--- config.mk ---
export PLATFORM = sky130hd
export DESIGN_NAME = scs_cfg_regs
export DESIGN_NICKNAME = d
export VERILOG_FILES = /design/src/logic/scs_pkg.sv /design/src/logic/scs_cfg_regs.sv /design/src/logic/scs_i2c_phy.sv /design/src/logic/scs_strap_cap.sv
export VERILOG_INCLUDE_DIRS = /design/src /design/src/logic
export SDC_FILE = /design/constraint.sdc
export NUM_CORES = 1
export LEC_CHECK = 0
export BUFFER_PORTS_ARGS = -buffer_cell sky130_fd_sc_hd__buf_2
export CAP_MARGIN = 20
export CORE_ASPECT_RATIO = 0.7
export CORE_UTILIZATION = 40
export CTS_CLUSTER_DIAMETER = 40
export DETAILED_ROUTE_END_ITERATION = 10
export GPL_TIMING_DRIVEN = 0
export MAX_ROUTING_LAYER = met4
export PLACE_DENSITY = 0.65
export SLEW_MARGIN = 25
export SYNTH_ARGS = -nofsm -noshare
export SYNTH_HDL_FRONTEND = slang
export SYNTH_SLANG_ARGS = --single-unit
--- constraint.sdc ---
create_clock -name mclk_in -period 2.9 [get_ports mclk_in]
set_input_delay 0.58 -clock mclk_in [delete_from_list [all_inputs] [get_ports mclk_in]]
set_output_delay 0.58 -clock mclk_in [all_outputs]
set_load 0.05 [all_outputs]
--- src/logic/scs_consts.svh ---
// Constants of the signal conditioner configuration register bank
`ifndef SCS_CONSTS_SVH
`define SCS_CONSTS_SVH

`define SCS_I2C_ADDR      7'h2C
`define SCS_OFS_MODE      8'h03
`define SCS_OFS_LIFT      8'h0E
`define SCS_OFS_SENS      8'h25
`define SCS_CFG_BIT       0
`define SCS_MODE_RSV_RST  7'h00
`define SCS_MODE_FLAG_RST 1'b1
`define SCS_LIFT_RSV_RST  4'h0
`define SCS_LIFT_RST      4'h0
`define SCS_SENS_RST      8'h00
`define SCS_LIFT_LVL0     4'h0
`define SCS_LIFT_LVL12    4'h2
`define SCS_LIFT_LVL3     4'h6
`define SCS_SENS_LOW      8'h00
`define SCS_SENS_MID      8'h33
`define SCS_SENS_HIGH     8'h66
`define SCS_SENS_CODE_LOW 2'h0
`define SCS_SENS_CODE_MID 2'h1
`define SCS_SENS_CODE_HI  2'h2
`define SCS_BIT_LAST      4'h8
`define SCS_READ_EMPTY    8'h00

`endif

--- src/logic/scs_pkg.sv ---
// Types and helper functions of the configuration register bank
`default_nettype none

package scs_pkg;
`include "scs_consts.svh"

    typedef enum logic [2:0] {
        ST_IDLE,
        ST_ADDR,
        ST_REG,
        ST_WDATA,
        ST_RDATA,
        ST_HOLD
    } scs_state_t;

    typedef struct packed {
        logic scl_rise;
        logic scl_fall;
        logic start;
        logic stop;
        logic sda;
    } scs_bus_ev_t;

    typedef struct packed {
        logic       load;
        logic       i2c_en;
        logic [3:0] lift;
        logic [7:0] sens;
    } scs_strap_t;

    typedef struct packed {
        logic [7:0] mode;
        logic [7:0] lift;
        logic [7:0] sens;
    } scs_regs_t;

    typedef struct packed {
        logic scl;
        logic sda;
    } scs_phy_t;

    typedef struct packed {
        logic       pend;
        scs_strap_t cap;
    } scs_strap_st_t;

    typedef struct packed {
        scs_state_t st;
        logic [3:0] bit_n;
        logic [7:0] shf;
        logic [7:0] ptr;
        logic       oe;
        scs_regs_t  regs;
    } scs_core_t;

    function automatic logic [3:0] scs_lift_decode(input logic [1:0] lvl);
        logic [3:0] v;
        unique case (lvl)
            2'h0:    v = `SCS_LIFT_LVL0;
            2'h1:    v = `SCS_LIFT_LVL12;
            2'h2:    v = `SCS_LIFT_LVL12;
            2'h3:    v = `SCS_LIFT_LVL3;
        endcase
        return v;
    endfunction

    // Code 3 has no strap meaning; it is taken as medium, the open-pin level
    function automatic logic [7:0] scs_sens_decode(input logic [1:0] lvl);
        logic [7:0] v;
        unique case (lvl)
            `SCS_SENS_CODE_LOW: v = `SCS_SENS_LOW;
            `SCS_SENS_CODE_HI:  v = `SCS_SENS_HIGH;
            default:            v = `SCS_SENS_MID;
        endcase
        return v;
    endfunction

    function automatic logic [7:0] scs_reg_read(input scs_regs_t r, input logic [7:0] ofs);
        logic [7:0] v;
        unique case (ofs)
            `SCS_OFS_MODE: v = r.mode;
            `SCS_OFS_LIFT: v = r.lift;
            `SCS_OFS_SENS: v = r.sens;
            default:       v = `SCS_READ_EMPTY;
        endcase
        return v;
    endfunction

    function automatic scs_regs_t scs_reg_write(input scs_regs_t r, input logic [7:0] ofs,
                                                input logic [7:0] data);
        scs_regs_t v;
        v = r;
        unique case (ofs)
            `SCS_OFS_MODE: v.mode = data;
            `SCS_OFS_LIFT: v.lift = data;
            `SCS_OFS_SENS: v.sens = data;
            default:       v = r;
        endcase
        return v;
    endfunction

endpackage

`default_nettype wire

--- src/logic/scs_cfg_regs.sv ---
// Configuration register bank with its serial target port
//
// Operation
// Mode register bit 0 is the configuration flag, reset 1, 0 is normal.
// Configuration flag takes effect only if serial mode was found at reset.
// Host writes 1 to enter configuration mode, 0 to leave it.
// Reserved upper bits of mode and lift registers take fixed values at reset.
// Host rewrites reserved bits with the values it read back.
// Lift field bits 3-0 start from the decoded boost strap level.
// Boost strap 0 gives 0x0, 1 and 2 give 0x2, 3 gives 0x6.
// Any written lift value 0x0 to 0xF is accepted.
// Whole sensitivity register starts from the decoded sensitivity strap.
// Sensitivity strap low gives 0x0, medium 0x33, high 0x66.
// Any written sensitivity value 0x00 to 0xFF is accepted.
// Writes to unlisted offsets change nothing.
// Registers are reached at seven-bit serial target address 0x2C.
// Serial port is enabled only if both lines are high after reset.
// Host sets configuration flag before changes and clears it afterwards.
// Boost strap is latched only at reset and ignored afterwards.
`timescale 1ns/1ps
`default_nettype none

module scs_cfg_regs (
    input  wire logic        mclk_in,
    input  wire logic        sys_rst_in,
    input  wire logic        ce_in,
    input  wire logic        chip_enable_n_in,
    input  wire logic [1:0]  boost_level_in,
    input  wire logic [1:0]  sens_level_in,
    input  wire logic        scl_in,
    input  wire logic        sda_in,
    output logic             sda_out,
    output logic             sda_oe_out,
    output logic             i2c_enabled_out,
    output logic             config_mode_out,
    output logic [3:0]       static_lift_field_out,
    output logic [7:0]       receive_sensitivity_out
);
    import scs_pkg::*;
`include "scs_consts.svh"

    logic        rst;
    scs_bus_ev_t ev;
    scs_strap_t  strap;
    scs_core_t   q;
    scs_core_t   d;

    // Shutdown pin low behaves exactly like a system reset
    assign rst = sys_rst_in | ~chip_enable_n_in;

    scs_i2c_phy i_scs_i2c_phy (
        .mclk_in (mclk_in),
        .rst_in  (rst),
        .ce_in   (ce_in),
        .scl_in  (scl_in),
        .sda_in  (sda_in),
        .ev_out  (ev)
    );

    scs_strap_cap i_scs_strap_cap (
        .mclk_in        (mclk_in),
        .rst_in         (rst),
        .ce_in          (ce_in),
        .boost_level_in (boost_level_in),
        .sens_level_in  (sens_level_in),
        .scl_in         (scl_in),
        .sda_in         (sda_in),
        .strap_out      (strap)
    );

    function automatic logic is_write_phase(input scs_state_t s);
        return (s == ST_ADDR) || (s == ST_REG) || (s == ST_WDATA);
    endfunction

    always_comb begin
        d = q;

        if (strap.load) begin
            // Strap values land once, one cycle after the capture
            d.regs.lift = {`SCS_LIFT_RSV_RST, strap.lift};
            d.regs.sens = strap.sens;
        end else if (!strap.i2c_en) begin
            // Port stays dead without serial mode, so the flag stays reset
            d.st = ST_IDLE;
            d.oe = 1'b0;
        end else if (ev.start) begin
            // A repeated start keeps the pointer for a following read
            d.st = ST_ADDR;
            d.bit_n = 4'h0;
            d.oe = 1'b0;
        end else if (ev.stop) begin
            d.st = ST_IDLE;
            d.bit_n = 4'h0;
            d.oe = 1'b0;
        end else if (q.st == ST_IDLE || q.st == ST_HOLD) begin
            d.oe = 1'b0;
        end else if (ev.scl_rise) begin
            if (q.bit_n != `SCS_BIT_LAST) begin
                d.bit_n = q.bit_n + 4'h1;
                if (is_write_phase(q.st)) begin
                    d.shf = {q.shf[6:0], ev.sda};
                end
            end else begin
                d.bit_n = 4'h0;
                unique case (q.st)
                    ST_ADDR: begin
                        if (q.shf[0]) begin
                            d.st = ST_RDATA;
                            d.shf = scs_reg_read(q.regs, q.ptr);
                            d.ptr = q.ptr + 8'h01;
                        end else begin
                            d.st = ST_REG;
                        end
                    end
                    ST_REG: begin
                        d.ptr = q.shf;
                        d.st = ST_WDATA;
                    end
                    ST_WDATA: begin
                        // Full byte stored as written: reserved bits are the host's to preserve
                        d.regs = scs_reg_write(q.regs, q.ptr, q.shf);
                        d.ptr = q.ptr + 8'h01;
                    end
                    ST_RDATA: begin
                        if (ev.sda) begin
                            // Controller refused the byte: the read is over
                            d.st = ST_HOLD;
                        end else begin
                            d.shf = scs_reg_read(q.regs, q.ptr);
                            d.ptr = q.ptr + 8'h01;
                        end
                    end
                    default: d.st = ST_HOLD;
                endcase
            end
        end else if (ev.scl_fall) begin
            if (q.bit_n != `SCS_BIT_LAST) begin
                if (q.st == ST_RDATA) begin
                    d.oe = ~q.shf[7];
                    d.shf = {q.shf[6:0], 1'b0};
                end else begin
                    d.oe = 1'b0;
                end
            end else if (q.st == ST_RDATA) begin
                d.oe = 1'b0;
            end else if (q.st == ST_ADDR && q.shf[7:1] != `SCS_I2C_ADDR) begin
                // Other targets' traffic is left alone until the next frame
                d.st = ST_HOLD;
                d.oe = 1'b0;
            end else begin
                d.oe = 1'b1;
            end
        end
    end

    always_ff @(posedge mclk_in) begin
        if (rst) begin
            q.st <= ST_IDLE;
            q.bit_n <= 4'h0;
            q.shf <= 8'h00;
            q.ptr <= 8'h00;
            q.oe <= 1'b0;
            q.regs.mode <= {`SCS_MODE_RSV_RST, `SCS_MODE_FLAG_RST};
            q.regs.lift <= {`SCS_LIFT_RSV_RST, `SCS_LIFT_RST};
            q.regs.sens <= `SCS_SENS_RST;
        end else if (ce_in) begin
            q <= d;
        end
    end

    // Open drain: the line is only ever pulled low
    assign sda_out = 1'b0;
    assign sda_oe_out = q.oe;
    assign i2c_enabled_out = strap.i2c_en;
    assign config_mode_out = q.regs.mode[`SCS_CFG_BIT] & strap.i2c_en;
    assign static_lift_field_out = q.regs.lift[3:0];
    assign receive_sensitivity_out = q.regs.sens;

endmodule

`default_nettype wire

--- src/logic/scs_i2c_phy.sv ---
// Serial line edge, start and stop detection
`timescale 1ns/1ps
`default_nettype none

module scs_i2c_phy (
    input  wire logic              mclk_in,
    input  wire logic              rst_in,
    input  wire logic              ce_in,
    input  wire logic              scl_in,
    input  wire logic              sda_in,
    output scs_pkg::scs_bus_ev_t   ev_out
);
    import scs_pkg::*;

    scs_phy_t q;
    scs_phy_t d;

    always_comb begin
        d = q;
        d.scl = scl_in;
        d.sda = sda_in;
        ev_out.scl_rise = scl_in & ~q.scl;
        ev_out.scl_fall = ~scl_in & q.scl;
        // Data moving while the clock stays high marks a frame boundary
        ev_out.start = scl_in & q.scl & q.sda & ~sda_in;
        ev_out.stop = scl_in & q.scl & ~q.sda & sda_in;
        ev_out.sda = sda_in;
    end

    always_ff @(posedge mclk_in) begin
        if (rst_in) begin
            q <= '{scl: 1'b1, sda: 1'b1};
        end else if (ce_in) begin
            q <= d;
        end
    end

endmodule

`default_nettype wire

--- src/logic/scs_strap_cap.sv ---
// Capture and decode of strap pins once after reset release
`timescale 1ns/1ps
`default_nettype none

module scs_strap_cap (
    input  wire logic             mclk_in,
    input  wire logic             rst_in,
    input  wire logic             ce_in,
    input  wire logic [1:0]       boost_level_in,
    input  wire logic [1:0]       sens_level_in,
    input  wire logic             scl_in,
    input  wire logic             sda_in,
    output scs_pkg::scs_strap_t   strap_out
);
    import scs_pkg::*;

    scs_strap_st_t q;
    scs_strap_st_t d;

    always_comb begin
        d = q;
        d.cap.load = 1'b0;
        // Pins are looked at exactly once; later changes need a new reset
        if (q.pend) begin
            d.pend = 1'b0;
            d.cap.load = 1'b1;
            d.cap.lift = scs_lift_decode(boost_level_in);
            d.cap.sens = scs_sens_decode(sens_level_in);
            d.cap.i2c_en = scl_in & sda_in;
        end
    end

    always_ff @(posedge mclk_in) begin
        if (rst_in) begin
            q <= '{pend: 1'b1,
                   cap: '{load: 1'b0, i2c_en: 1'b0, lift: `SCS_LIFT_RST, sens: `SCS_SENS_RST}};
        end else if (ce_in) begin
            q <= d;
        end
    end

    assign strap_out = q.cap;

endmodule

`default_nettype wire

## Word-level counts from Yosys, hierarchy flattened

Index checks and enable logic that the tools add are counted.

- Add/subtract/negate cells: 2
- $mul: 0
- Divide/modulo/power cells: 0
- $lt $le $gt $ge: 0
- Eq/ne operators: 33
- Shifts and indexed selects: 0
- Muxes and demuxes: 64
- Bitwise logic cells: 21
- Reductions and logical operators: 29

Operator list:

| operator | count |
|---|---|
| 16-bit 2-to-1 mux | 24 |
| 8-bit 2-to-1 mux | 9 |
| 5-bit inequality test, second input constant | 7 |
| 8-bit case mux with 4 select lines | 1 |
| 3-bit 2-to-1 mux | 9 |
| 9-bit AND reduction | 3 |
| 8-bit case mux with 3 select lines | 1 |
| 23-bit 2-to-1 mux | 1 |
| 9-bit by 8-bit inequality test with 1-bit output, second input constant | 2 |
| 8-bit by 7-bit inequality test with 1-bit output, second input constant | 2 |
| 8-bit case mux with 2 select lines | 1 |
| 2-bit nonzero test | 8 |
| 14-bit 2-to-1 mux | 1 |
| 7-bit 2-to-1 mux | 2 |
| 7-bit case mux with 2 select lines | 1 |
| 13-bit AND reduction | 1 |
| 12-bit 2-to-1 mux | 1 |
| 4-bit inequality test, second input constant | 3 |
| 3-bit case mux with 4 select lines | 1 |
| 4-bit case mux with 3 select lines | 1 |
| 12-bit AND reduction | 1 |
| 1-bit NOT | 11 |
| 11-bit AND reduction | 1 |
| 1-bit 2-to-1 mux | 10 |
| other kinds (27) | 47 |

- Register bits: 65
- Latch bits: 0
- RAM bits: 0
- ROM bits: 0
- Bits of input ports: 10
- Output and inout port bits: 16
- Word-level logic and storage cells: 165
- Memories: 0

## Longest topological paths before layout

Gate-level depths: netlist of run 1.

- Depth after elaboration: 17
- Depth in mapped cells: 10
- Gate-level depth less buffers: 7

## Hierarchy

A second synthesis of run 1 with hierarchy kept.

- Cell total of the unflattened synthesis: 416
- Area, all modules: 3497.1 µm²

Modules (own cells, without submodules):

| module | times used | cells an instance | area an instance (µm²) | seq. area each (µm²) |
|---|---|---|---|---|
| scs_cfg_regs | 1 | 363 | 2985.4 | 960.9 |
| scs_strap_cap | 1 | 41 | 397.9 | 160.2 |
| scs_i2c_phy | 1 | 12 | 113.9 | 40.0 |

## Worst setup path after synthesis of run 1

OpenSTA, ideal clock, no wires.

- Kind: in2reg
- Start point: input port scl_in
- End point: register q[12] (netlist name)
- Setup time: 128 ps
- Arrival time: 2228 ps
- Required time: 2772 ps
- Slack: 544 ps
- Cell stages on the path: 8
- Buffers on the path: 2
- Path through: ha_1 > clkbuf_1 > nand4b_1 > or3_1 > or3_4 > buf_6 > a22oi_1 > o32ai_1

- Word-level cells in the longest chain between the ends: 5
- Elaborated cells on any way between the ends: 10
- Classes of those cells: eq/ne: 2; bitwise: 6; reduce/logical: 2

RTL lines:

| what | RTL line | source |
|---|---|---|
| start, declared | scs_cfg_regs.sv:30 | `input wire logic scl_in,` |
| 1-bit bitwise AND | scs_i2c_phy.sv:25, scs_i2c_phy.sv:26 |  |
| 1-bit bitwise AND (on tied branches) (2 in series) | scs_i2c_phy.sv:25, scs_i2c_phy.sv:26 |  |
| 2-bit by 1-bit inequality test with 1-bit output (no line) | - |  |
| 9-bit AND reduction (no line) * | - |  |
| end, declared | scs_cfg_regs.sv:45 | `scs_core_t q;` |

Mark *: on every way between the ends. The rest lies on a longest branch, timed or not.
A chain may end at the register's enable or synchronous reset.

## Worst setup path in the final report of run 1

- Start point: register i_scs_i2c_phy.q[1] (netlist name)
- End point: register q (netlist bit receive_sensitivity_out[5])

- Word-level cells in the longest chain between the ends: 5
- Elaborated cells on any way between the ends: 11
- Classes of those cells: eq/ne: 2; bitwise: 7; reduce/logical: 2

RTL lines:

| what | RTL line | source |
|---|---|---|
| start, declared | scs_i2c_phy.sv:15 | `scs_phy_t q;` |
| start signal, assigned | scs_i2c_phy.sv:32 | `q <= '{scl: 1'b1, sda: 1'b1};` |
| 1-bit bitwise AND | scs_i2c_phy.sv:25, scs_i2c_phy.sv:26 |  |
| 1-bit bitwise AND (on tied branches) (2 in series) | scs_i2c_phy.sv:25, scs_i2c_phy.sv:26 |  |
| 2-bit by 1-bit inequality test with 1-bit output (no line) | - |  |
| 9-bit AND reduction (no line) * | - |  |

Marked as above.

==> results of run 1 <==
==> path summary, 6_finish.rpt <==
check | to | from
hold / removal | i_scs_strap_cap.strap_out[2] | i_scs_strap_cap.strap_out[2]
setup / recovery | receive_sensitivity_out[5] | i_scs_i2c_phy.q[1]
hold reg to reg | i_scs_strap_cap.strap_out[2] | i_scs_strap_cap.strap_out[2]
setup reg to reg | receive_sensitivity_out[5] | i_scs_i2c_phy.q[1]
==> through the flow <==
step           worst slack (ns)  setup TNS, ns  utilization
2_1_floorplan             0.544              0            -
3_3_place_gp             -0.215          -1.62        0.453
3_5_place_dp             -0.198          -1.75        0.453
4_1_cts                   0.115              0        0.490
5_1_grt                -0.00173       -0.00173        0.491
6_report                  0.172              0        0.491
==> flip-flops by register name (all words and copies together) (netlist names) <==
signal and count:
i_scs_i2c_phy.q 2, i_scs_strap_cap.strap_out 7, receive_sensitivity_out 8, i_scs_strap_cap.q 1
static_lift_field_out 4, sda_oe_out 1, q 35
==> layout by cell type, fill, tap and decap left out, drive strengths merged, types with 9 or more instances in the layout <==
cell type,Yosys,final
a21oi,21,21
a22oi,10,10
buf,27,50
clkbuf,13,24
dfxtp,58,58
inv,19,19
nand2,35,35
nand2b,9,9
nand3,23,23
nor2,23,23
nor3,10,10
o21ai,24,24
o22ai,9,9
==> synth_stat cells, types with 7 or more instances <==
| cell type | count | area (um^2) |
|---|---|---|
| o21ai_0 | 12 | 60.1 |
| ha_1 | 8 | 100 |
| buf_2 | 10 | 50.1 |
| clkbuf_1 | 12 | 45.0 |
| buf_4 | 14 | 105 |
| inv_1 | 19 | 71.3 |
| o22ai_1 | 9 | 56.3 |
| nor3_1 | 10 | 50.1 |
| a22oi_1 | 10 | 75.1 |
| nand3_1 | 23 | 115 |
| o211ai_1 | 7 | 52.6 |
| a21oi_1 | 21 | 105 |
| nand2b_1 | 9 | 56.3 |
| nor2_1 | 23 | 86.3 |
| o31ai_1 | 7 | 52.6 |
| o21ai_1 | 12 | 60.1 |
| dfxtp_1 | 58 | 1160 |
| nand2_1 | 35 | 131 |
==> repair_timing <==
item | CTS | global route
buffers inserted | 0 | 0
resized for setup | 0 | 4
setup endpoints to repair | 0 | 14
==> per-layer routing <==
layer,global-route usage,vias up
met3,0.0557,13
met2,0.361,186
met4,0.0773,0
li1,-,1598
met5,-,-
met1,0.359,1584
==> layout make-up <==
type	instances	area share
inverters	20	0.0190
well taps	101	0.0320
multi-input cells	293	0.491
flip-flops and latches	58	0.294
repair buffers	23	0.0291
clock inverters	3	0.0165
plain buffers	39	0.0586
clock buffers	12	0.0599
==> worst register-to-register path, cell delays in order, from the launching register on <==
cell and delay, ns:
dfxtp_1 0.32, inv_1 0.08, ha_1 0.39, nand4b_1 0.27, or3_1 0.48, nor3_1 0.45, nand2_1 0.29, o221a_2 0.34
==> kinds of logic after synthesis <==
group	Yosys count
AND/OR/NAND/NOR	148
AO/OA/AOI/OAI	127
other	1
flip-flops	58
adder cells (fa/ha/maj)	8
XOR/XNOR	4
buffers and inverters	60
multiplexers	5
==> report_power, final <==
| group | leakage [nW] | internal, W | switching [W] |
|---|---|---|---|
| clock network | 0.147 | 0.000745 | 0.000359 |
| logic | 0.820 | 0.0000317 | 0.0000785 |
| registers | 0.468 | 0.000805 | 0.00000600 |
| total | 1.43 | 0.00158 | 0.000444 |
==> results.txt, run 1 <==
Status = complete, no violations
CTS Hold Bufs = 0
WP data required = 3.12 ns
Slew margin rel. = 0.401
Die area = 0.00887 mm^2
Pre-antenna DRT Iters = 5
Area growth syn-to-layout = 16.3%
Slowest CP cell = or3_1
WHS Path Cells = 2
Yosys cell types = 64
Crit start category = flop
Max incr delay on CP = 0.48 ns
Setup crit end kind = flop
Share of layout cells above drive strength 1 = 0.172
Initial antenna violation count = 0
DP Area = 0.00364 mm^2
Number of buffers created by CTS = 9
Core Box Area = 0.00804 mm^2
CTS tree = done
CP cell instances = inv_1 > ha_1 > nand4b_1 > or3_1 > nor3_1 > nand2_1 > o221a_2
Pwr per Cell Area = 513 mW/mm^2
Port Buffer Count = 23
Initial DRC Count = 485
Clock Latency Late Sink = 0.33 ns
Gate Count Post-Synth = 411
Global-route wire length before repair = 16500 um
Final Non-Filler Cells = 549
Fin. max-slew vios = 0
Post-synthesis compound-gate area fraction = 0.268
Top FF cell, synth = dfxtp_1
Max Cap Viol = 0
Post-synth net total = 429
Synth Area per Inst = 8.27 um^2
Ports = 26
Post-synth EDFFs = 0
Flop2flop setup slack = 0.17 ns
Fillers = 779
CTS H-Tree Depth = 3
Worst path depth = 7
Fmax = 367 MHz
Synthesized area = 0.00340 mm^2
R2R depth = 7
Grt ovf = 0
Post-Synth XOR/XNOR Area = 0.0103
Die W = 112 um
Worst EP arrival = 2.95 ns
Initial Util = 0.423
Setup violators final = 0
Tot Pwr = 0.00203 W
HPWL after DPL = 7610 um
CTS max path bufs = 2
Clock sink count = 58
All-Layer GR Usage = 0.254
Total number of vias = 3381
Final #Nets = 462
Critical Path Fanout Max = 10
FF+latch area = 0.00116 mm^2
Largest net degree at the start of global routing = 11
Synth async-reset ratio = 0
Vias in the first global route = 3071
GPL Wtd Cong = 0.907
Sequential area share after synthesis = 0.342
Crit share post-route = 0.941
Simple logic cell fraction of the synthesized area = 0.243
Met3 routed WL = 1080 um
Delay-heaviest family, CP = simple AND/OR/NAND/NOR gates
Vias per cell = 6.16
Met1 WL = 4990 um
Multi-input gate area = 0.00194 mm^2
Clock skew = 0.00748 ns
WL/cell = 19.0 um
Final min period = 2.73 ns
Routed wl met2 = 4260 um
Clock Root Buffer = clkbuf_16
Post-synthesis adder-cell area fraction = 0.0295
Inst Count DP = 535
WL final = 10400 um
Buf+Inv Stages, Crit Path = 1
Leak Pwr = 1.43 nW
WHS = 0.456 ns
Mux contribution to synthesized area = 0.0147
Largest family of logic cells by synthesized area = compound AO/OA/AOI/OAI gates
Worst slew pin tran = 0.892 ns
Hold/Removal Path Class = flop to flop
Die H = 79.1 um
Site row count = 27
VDD IR max = 281 uV
Ant diodes = 0
Critical path class = flop to flop
Top sig layer = met4
CTS clk-pin slew, worst paths = 0.05 ns
Hold Vio Cnt, Final = 0
Design area = 0.00395 mm^2
Final ANT Viol Nets = 0
DRC viols = 0
Synth warnings = 0
Seq cells post-synth = 58
Note: power is estimated with default switching activity, not from simulation.
==> run 2, diff against run 1 <==
Settings changed: CORE_UTILIZATION 40 to 60, PLACE_DENSITY 0.65 to 0.88.
==> results.txt, run 2 (synthesis results as in run 1) <==
WP data required = 3.09 ns (was 3.12 ns)
Design area = 0.00382 mm^2 (was 0.00395 mm^2)
Critical path class = flop to flop (unchanged)
Die H = 65.0 um (was 79.1 um)
Final ANT Viol Nets = 0 (unchanged)
Status = complete, no violations (unchanged)
Initial Util = 0.636 (was 0.423)
Vias in the first global route = 3158 (was 3071)
Clock Latency Late Sink = 0.35 ns (was 0.33 ns)
Register bank with the most flops = q (unchanged)
Pwr per Cell Area = 445 mW/mm^2 (was 513 mW/mm^2)
Fin worst setup slack = 0.107 ns (was 0.172 ns)
Max Cap Viol = 0 (unchanged)
CTS tree = done (unchanged)
Initial antenna violation count = 0 (unchanged)
Hold/Removal Path Class = flop to flop (unchanged)
Vias per cell = 6.70 (was 6.16)
Largest net degree at the start of global routing = 11 (unchanged)
Core Box Area = 0.00534 mm^2 (was 0.00804 mm^2)
DRC viols = 0 (unchanged)
Leak Pwr = 1.40 nW (was 1.43 nW)
Max reg flops = 35 (unchanged)
Crit start category = flop (unchanged)
Setup TNS = 0 ns (unchanged)
Clock skew = 0.00505 ns (was 0.00748 ns)
CTS clk-pin slew, worst paths = 0.06 ns (was 0.05 ns)
Total number of vias = 3493 (was 3381)
GPL Wtd Cong = 0.975 (was 0.907)
Port Buffer Count = 23 (unchanged)
Share of layout cells above drive strength 1 = 0.176 (was 0.172)
WL/cell = 19.2 um (was 19.0 um)
Setup crit end kind = flop (unchanged)
Area growth syn-to-layout = 12.5% (was 16.3%)
Most frequent cells in the layout = dfxtp_1 (58), nand2_1 (35), buf_2 (33) (unchanged)
Commonest non-fill, non-tap cell in the layout = dfxtp_1 (unchanged)
Die W = 91.9 um (was 112 um)
DP Area = 0.00360 mm^2 (was 0.00364 mm^2)
Crit share post-route = 0.963 (was 0.941)
Number of buffers created by CTS = 9 (unchanged)
Pre-antenna DRT Iters = 7 (was 5)
Worst EP arrival = 2.98 ns (was 2.95 ns)
Final #Nets = 463 (was 462)
Initial DRC Count = 506 (was 485)
Ports = 26 (unchanged)
Critical Path Fanout Max = 10 (unchanged)
Clock Root Buffer = clkbuf_8 (was clkbuf_16)
Fin. max-slew vios = 0 (unchanged)
Ant diodes = 0 (unchanged)
WL final = 10000 um (was 10400 um)
Setup violators final = 0 (unchanged)
CTS H-Tree Depth = 3 (unchanged)
Hold Vio Cnt, Final = 0 (unchanged)
All-Layer GR Usage = 0.367 (was 0.254)
Pre-CTS WS = -0.230 ns (was -0.198 ns)
Grt ovf = 0 (unchanged)
VDD IR max = 283 uV (was 281 uV)
CTS max path bufs = 2 (unchanged)
Final min period = 2.79 ns (was 2.73 ns)
Worst slew pin tran = 0.920 ns (was 0.892 ns)
Site row count = 22 (was 27)
Clock sink count = 58 (unchanged)
Global-route wire length before repair = 16300 um (was 16500 um)
HPWL after DPL = 7130 um (was 7610 um)
Final core utilization = 0.716 (was 0.491)
CTS Hold Bufs = 0 (unchanged)
Slew margin rel. = 0.382 (was 0.401)
Fmax = 358 MHz (was 367 MHz)
Die area = 0.00597 mm^2 (was 0.00887 mm^2)
[run 2: what timing repair did]
action                     in CTS  in global routing
resized for setup               0                  2
buffers inserted                0                  1
setup endpoints to repair       0                 14
[run 2: layer usage]
layer / part of all wire / vias to the layer above / track usage
met1: 0.43 / 1602 / 0.500
met2: 0.42 / 260 / 0.525
met3: 0.13 / 29 / 0.0857
li1: - / 1602 / -
met5: 0 / - / -
met4: 0.020 / 0 / 0.143
[run 2: layout make-up]
type	count	area [um^2]
clock inverter	2	35.0
fill	423	1520
sequential	58	1160
buffer	39	230
multi-input combinational	293	1940
clock buffer	13	169
tap	72	90.1
inverter	20	75.1
timing repair buffer	24	123
[run 2: stage by stage]
stage | hold slack, ns | std cells | total power [W]
6_report | 0.456 | 521 | 0.00170
5_1_grt | 0.481 | 521 | 0.00174
4_1_cts | 0.454 | 521 | 0.00169
3_5_place_dp | 0.446 | 506 | 0.000932
3_3_place_gp | 0.445 | 506 | 0.000930
2_1_floorplan | 0.432 | 411 | 0.000897
[run 2: final timing paths]
check                                 from                            end  slack [ns]  cells after the start
max reg2reg             i_scs_i2c_phy.q[1]                          q[16]        0.11                      9
max                     i_scs_i2c_phy.q[1]                          q[16]        0.11                      9
min reg2reg  i_scs_strap_cap.strap_out[10]  i_scs_strap_cap.strap_out[10]        0.46                      2
min          i_scs_strap_cap.strap_out[10]  i_scs_strap_cap.strap_out[10]        0.46                      2
[run 2: critical path, stage by stage, from the launching register on]
cell,delay [ns]
dfxtp_1,0.33
inv_1,0.08
ha_1,0.37
nand4b_1,0.28
clkbuf_1,0.32
nor3_1,0.40
nand3_2,0.28
clkbuf_1,0.33
nand2_1,0.15
o211ai_1,0.09
[run 2: power by group]
group / leakage (nW) / internal (W) / switching (W) / total [W]
clock: 0.106 / 0.000461 / 0.000322 / 0.000783
combinational: 0.822 / 0.0000323 / 0.0000772 / 0.000110
sequential: 0.468 / 0.000803 / 0.00000595 / 0.000809
==> run 3, diff against run 2 <==
--- a/config.mk
+++ b/config.mk
@@ -8,2 +8,3 @@
 export LEC_CHECK = 0
+export ABC_AREA = 1
 export BUFFER_PORTS_ARGS = -buffer_cell sky130_fd_sc_hd__buf_2
@@ -11,3 +12,3 @@
 export CORE_ASPECT_RATIO = 0.7
-export CORE_UTILIZATION = 60
+export CORE_UTILIZATION = 31
 export CTS_CLUSTER_DIAMETER = 40
@@ -16,3 +17,3 @@
 export MAX_ROUTING_LAYER = met4
-export PLACE_DENSITY = 0.88
+export PLACE_DENSITY = 0.55
 export SLEW_MARGIN = 25
==> constraint.sdc (replaced) <==
create_clock -name mclk_in -period 2.9 [get_ports mclk_in]
set_input_delay 0.435 -clock mclk_in [delete_from_list [all_inputs] [get_ports mclk_in]]
set_output_delay 0.435 -clock mclk_in [all_outputs]
set_load 0.05 [all_outputs]
==> results.txt, run 3 <==
Die W = 131 um (was 91.9 um)
Sequential area share after synthesis = 0.323 (was 0.342)
Clock sink count = 58 (unchanged)
RSZ-0062 raised after global routing = no
Number of buffers created by CTS = 9 (unchanged)
Most frequent cells in the layout = nand2_1 (140), nor2_1 (86), dfxtp_1 (58) (was dfxtp_1 (58), nand2_1 (35), buf_2 (33))
DP Area = 0.00390 mm^2 (was 0.00360 mm^2)
Fin worst setup slack = 0.630 ns (was 0.107 ns)
Initial DRC Count = 260 (was 506)
Port Buffer Count = 23 (unchanged)
Global-route wire length before repair = 17500 um (was 16300 um)
Initial Util = 0.322 (was 0.636)
DRC viols = 0 (unchanged)
Worst EP arrival = 2.49 ns (was 2.98 ns)
Core Box Area = 0.0112 mm^2 (was 0.00534 mm^2)
Area leader, netlist = dfxtp_1 (unchanged)
Synth Area per Inst = 6.43 um^2 (was 8.27 um^2)
Post-synthesis compound-gate area fraction = 0.128 (was 0.268)
Fmax = 440 MHz (was 358 MHz)
Synth async-reset ratio = 0 (unchanged)
CP cell instances = ha_1 > nand3_1 > nor2_1 > buf_2 > nand4_1 > o21ai_0 > nor2_1 (was inv_1 > ha_1 > nand4b_1 > clkbuf_1 > nor3_1 > nand3_2 > clkbuf_1 > nand2_1 > o211ai_1)
Max reg flops = 35 (unchanged)
Share of layout cells above drive strength 1 = 0.146 (was 0.176)
Final ANT Viol Nets = 0 (unchanged)
Synth top area share = 0.323 (was 0.342)
CP most frequent cell = nor2_1 (was clkbuf_1)
Ports = 26 (unchanged)
Hold/Removal Path Class = input pin to flop (was flop to flop)
Leak Pwr = 1.81 nW (was 1.40 nW)
Comb power frac = 0.072 (was 0.064)
Hold Vio Cnt, Final = 0 (unchanged)
Largest family of logic cells by synthesized area = simple AND/OR/NAND/NOR gates (was compound AO/OA/AOI/OAI gates)
VDD IR max = 261 uV (was 283 uV)
Critical Path Fanout Max = 10 (unchanged)
Total number of vias = 3694 (was 3493)
Yosys cell types = 36 (was 64)
Clock Latency Late Sink = 0.34 ns (was 0.35 ns)
Die H = 92.1 um (was 65.0 um)
GPL Wtd Cong = 0.907 (was 0.975)
Post-synth EDFFs = 0 (unchanged)
Initial antenna violation count = 0 (unchanged)
Post-synth net total = 577 (was 429)
Grt ovf = 0 (unchanged)
Met1 WL = 5760 um (was 4320 um)
Ant diodes = 0 (unchanged)
Slew margin rel. = 0.528 (was 0.382)
Clock skew = 0.00524 ns (was 0.00505 ns)
Buf+Inv Stages, Crit Path = 1 (was 3)
Pre-antenna DRT Iters = 5 (was 7)
Setup crit end kind = flop (unchanged)
Pre-CTS WS = 0.689 ns (was -0.230 ns)
Pwr per Cell Area = 483 mW/mm^2 (was 445 mW/mm^2)
Mux contribution to synthesized area = 0 (was 0.0147)
Design area = 0.00420 mm^2 (was 0.00382 mm^2)
CTS clk-pin slew, worst paths = 0.05 ns (was 0.06 ns)
Postcts setup bufs = 0 (unchanged)
Synth warnings = 0 (unchanged)
Commonest non-fill, non-tap cell in the layout = nand2_1 (was dfxtp_1)
Psw = 0.000485 W (was 0.000405 W)
CTS max path bufs = 2 (unchanged)
Largest net degree at the start of global routing = 11 (unchanged)
WHS = 0.346 ns (was 0.456 ns)
Setup TNS = 0 ns (unchanged)
Post-CTS Resized = 0 (unchanged)
Max Cap Viol = 0 (unchanged)
Post-Synth XOR/XNOR Area = 0.00731 (was 0.0103)
WL/cell = 14.4 um (was 19.2 um)
Top FF cell, synth = dfxtp_1 (unchanged)
Simple logic cell fraction of the synthesized area = 0.412 (was 0.243)
Worst slew pin tran = 0.705 ns (was 0.920 ns)
Gate Count Post-Synth = 559 (was 411)
Crit share post-route = 0.783 (was 0.963)
Vias per cell = 4.93 (was 6.70)
WP data required = 3.12 ns (was 3.09 ns)
HPWL after DPL = 8210 um (was 7130 um)
Synth area leaders = dfxtp_1 (32%), nand2_1 (15%), nor2_1 (9.0%) (was dfxtp_1 (34%), nand2_1 (3.9%), nand3_1 (3.4%))
Site row count = 32 (was 22)
CTS H-Tree Depth = 3 (unchanged)
Clock power frac = 0.527 (was 0.460)
Met3 routed WL = 702 um (was 1330 um)
Final min period = 2.27 ns (was 2.79 ns)
Vias in the first global route = 3412 (was 3158)
All-Layer GR Usage = 0.198 (was 0.367)
WL final = 10800 um (was 10000 um)
Clock Root Buffer = clkbuf_16 (was clkbuf_8)
Status = complete, no violations (unchanged)
Delay-heaviest family, CP = simple AND/OR/NAND/NOR gates (unchanged)
Synthesized area = 0.00360 mm^2 (was 0.00340 mm^2)
Crit start category = flop (unchanged)
Slowest CP cell = dfxtp_1 (was nor3_1)
Area growth syn-to-layout = 16.7% (was 12.5%)
Final #Nets = 611 (was 463)
Fin. max-slew vios = 0 (unchanged)
Max incr delay on CP = 0.41 ns (was 0.40 ns)
CTS Hold Bufs = 0 (unchanged)
Most common library cells after synthesis = nand2_1 (140), nor2_1 (86), dfxtp_1 (58) (was dfxtp_1 (58), nand2_1 (35), nand3_1 (23), nor2_1 (23), a21oi_1 (21))
Top sig layer = met4 (unchanged)
Post-synthesis adder-cell area fraction = 0.0278 (was 0.0295)
Die area = 0.0120 mm^2 (was 0.00597 mm^2)
Int Pwr = 0.00154 W (was 0.00130 W)
Setup violators final = 0 (unchanged)
Critical path class = flop to flop (unchanged)
Register bank with the most flops = q (unchanged)
Sw frac = 0.239 (was 0.238)
Routed wl met2 = 4200 um (was 4180 um)
Seq pwr share = 0.401 (was 0.475)
Count leader, synth = nand2_1 (was dfxtp_1)
Seq cells post-synth = 58 (unchanged)
CTS tree = done (unchanged)
## run 3: cells by family after synthesis
kind of cell | Yosys count
buffers and inverters | 79
adders and majority gates | 8
xor gates and xnor gates | 3
and+or+nand+nor | 324
DFF | 58
AOI/OAI and AO/OA | 86
other | 1
## run 3: layer usage
| metal | track usage | vias to the layer above |
|---|---|---|
| met2 | 0.267 | 112 |
| met5 | - | - |
| met1 | 0.289 | 1710 |
| met3 | 0.0502 | 13 |
| li1 | - | 1859 |
| met4 | 0.0508 | 0 |
## run 3: power by group through the flow
stage	sequential, W	clock [W]	combinational [W]
2_1_floorplan	0.000830	0	0.000101
3_3_place_gp	0.000830	0	0.000143
3_5_place_dp	0.000830	0	0.000143
4_1_cts	0.000814	0.00108	0.000144
5_1_grt	0.000814	0.00111	0.000161
6_report	0.000814	0.00107	0.000145
## run 3: worst register-to-register path, delay by kind of cell (launching register included)
kind / cells / cell delay (ns)
adder cells (fa/ha/maj): 1 / 0.24
AO/OA/AOI/OAI: 1 / 0.33
flip-flops: 1 / 0.41
buffers and inverters: 1 / 0.33
AND/OR/NAND/NOR: 4 / 0.85
## run 3: final timing paths
| path | from | end | slack, ns | cells past startpoint |
|---|---|---|---|---|
| worst max-delay path | q[25] | q[17] | 0.63 | 7 |
| worst min-delay path | ce_in | i_scs_i2c_phy.q[1] | 0.35 | 2 |
| worst max register to register | q[25] | q[17] | 0.63 | 7 |
| worst min register to register | i_scs_strap_cap.q[14] | i_scs_strap_cap.q[14] | 0.45 | 2 |
## run 3: through the flow
stage | total power [W] | cells | utilization
global placement | 0.000973 | 735 | 0.349
detailed placement | 0.000973 | 735 | 0.349
CTS | 0.00204 | 749 | 0.376
finish | 0.00203 | 749 | 0.376
global route | 0.00209 | 749 | 0.376
floorplan | 0.000931 | 559 | -
## run 3: final cells by class
| class | count | area, um^2 |
|---|---|---|
| Sequential cell | 58 | 1160 |
| Inverter | 54 | 205 |
| Clock buffer | 11 | 253 |
| Buffer | 25 | 158 |
| Multi-Input combinational cell | 422 | 2070 |
| Fill cell | 1226 | 6980 |
| Timing Repair Buffer | 23 | 115 |
| Clock inverter | 3 | 40.0 |
| Tap cell | 153 | 191 |
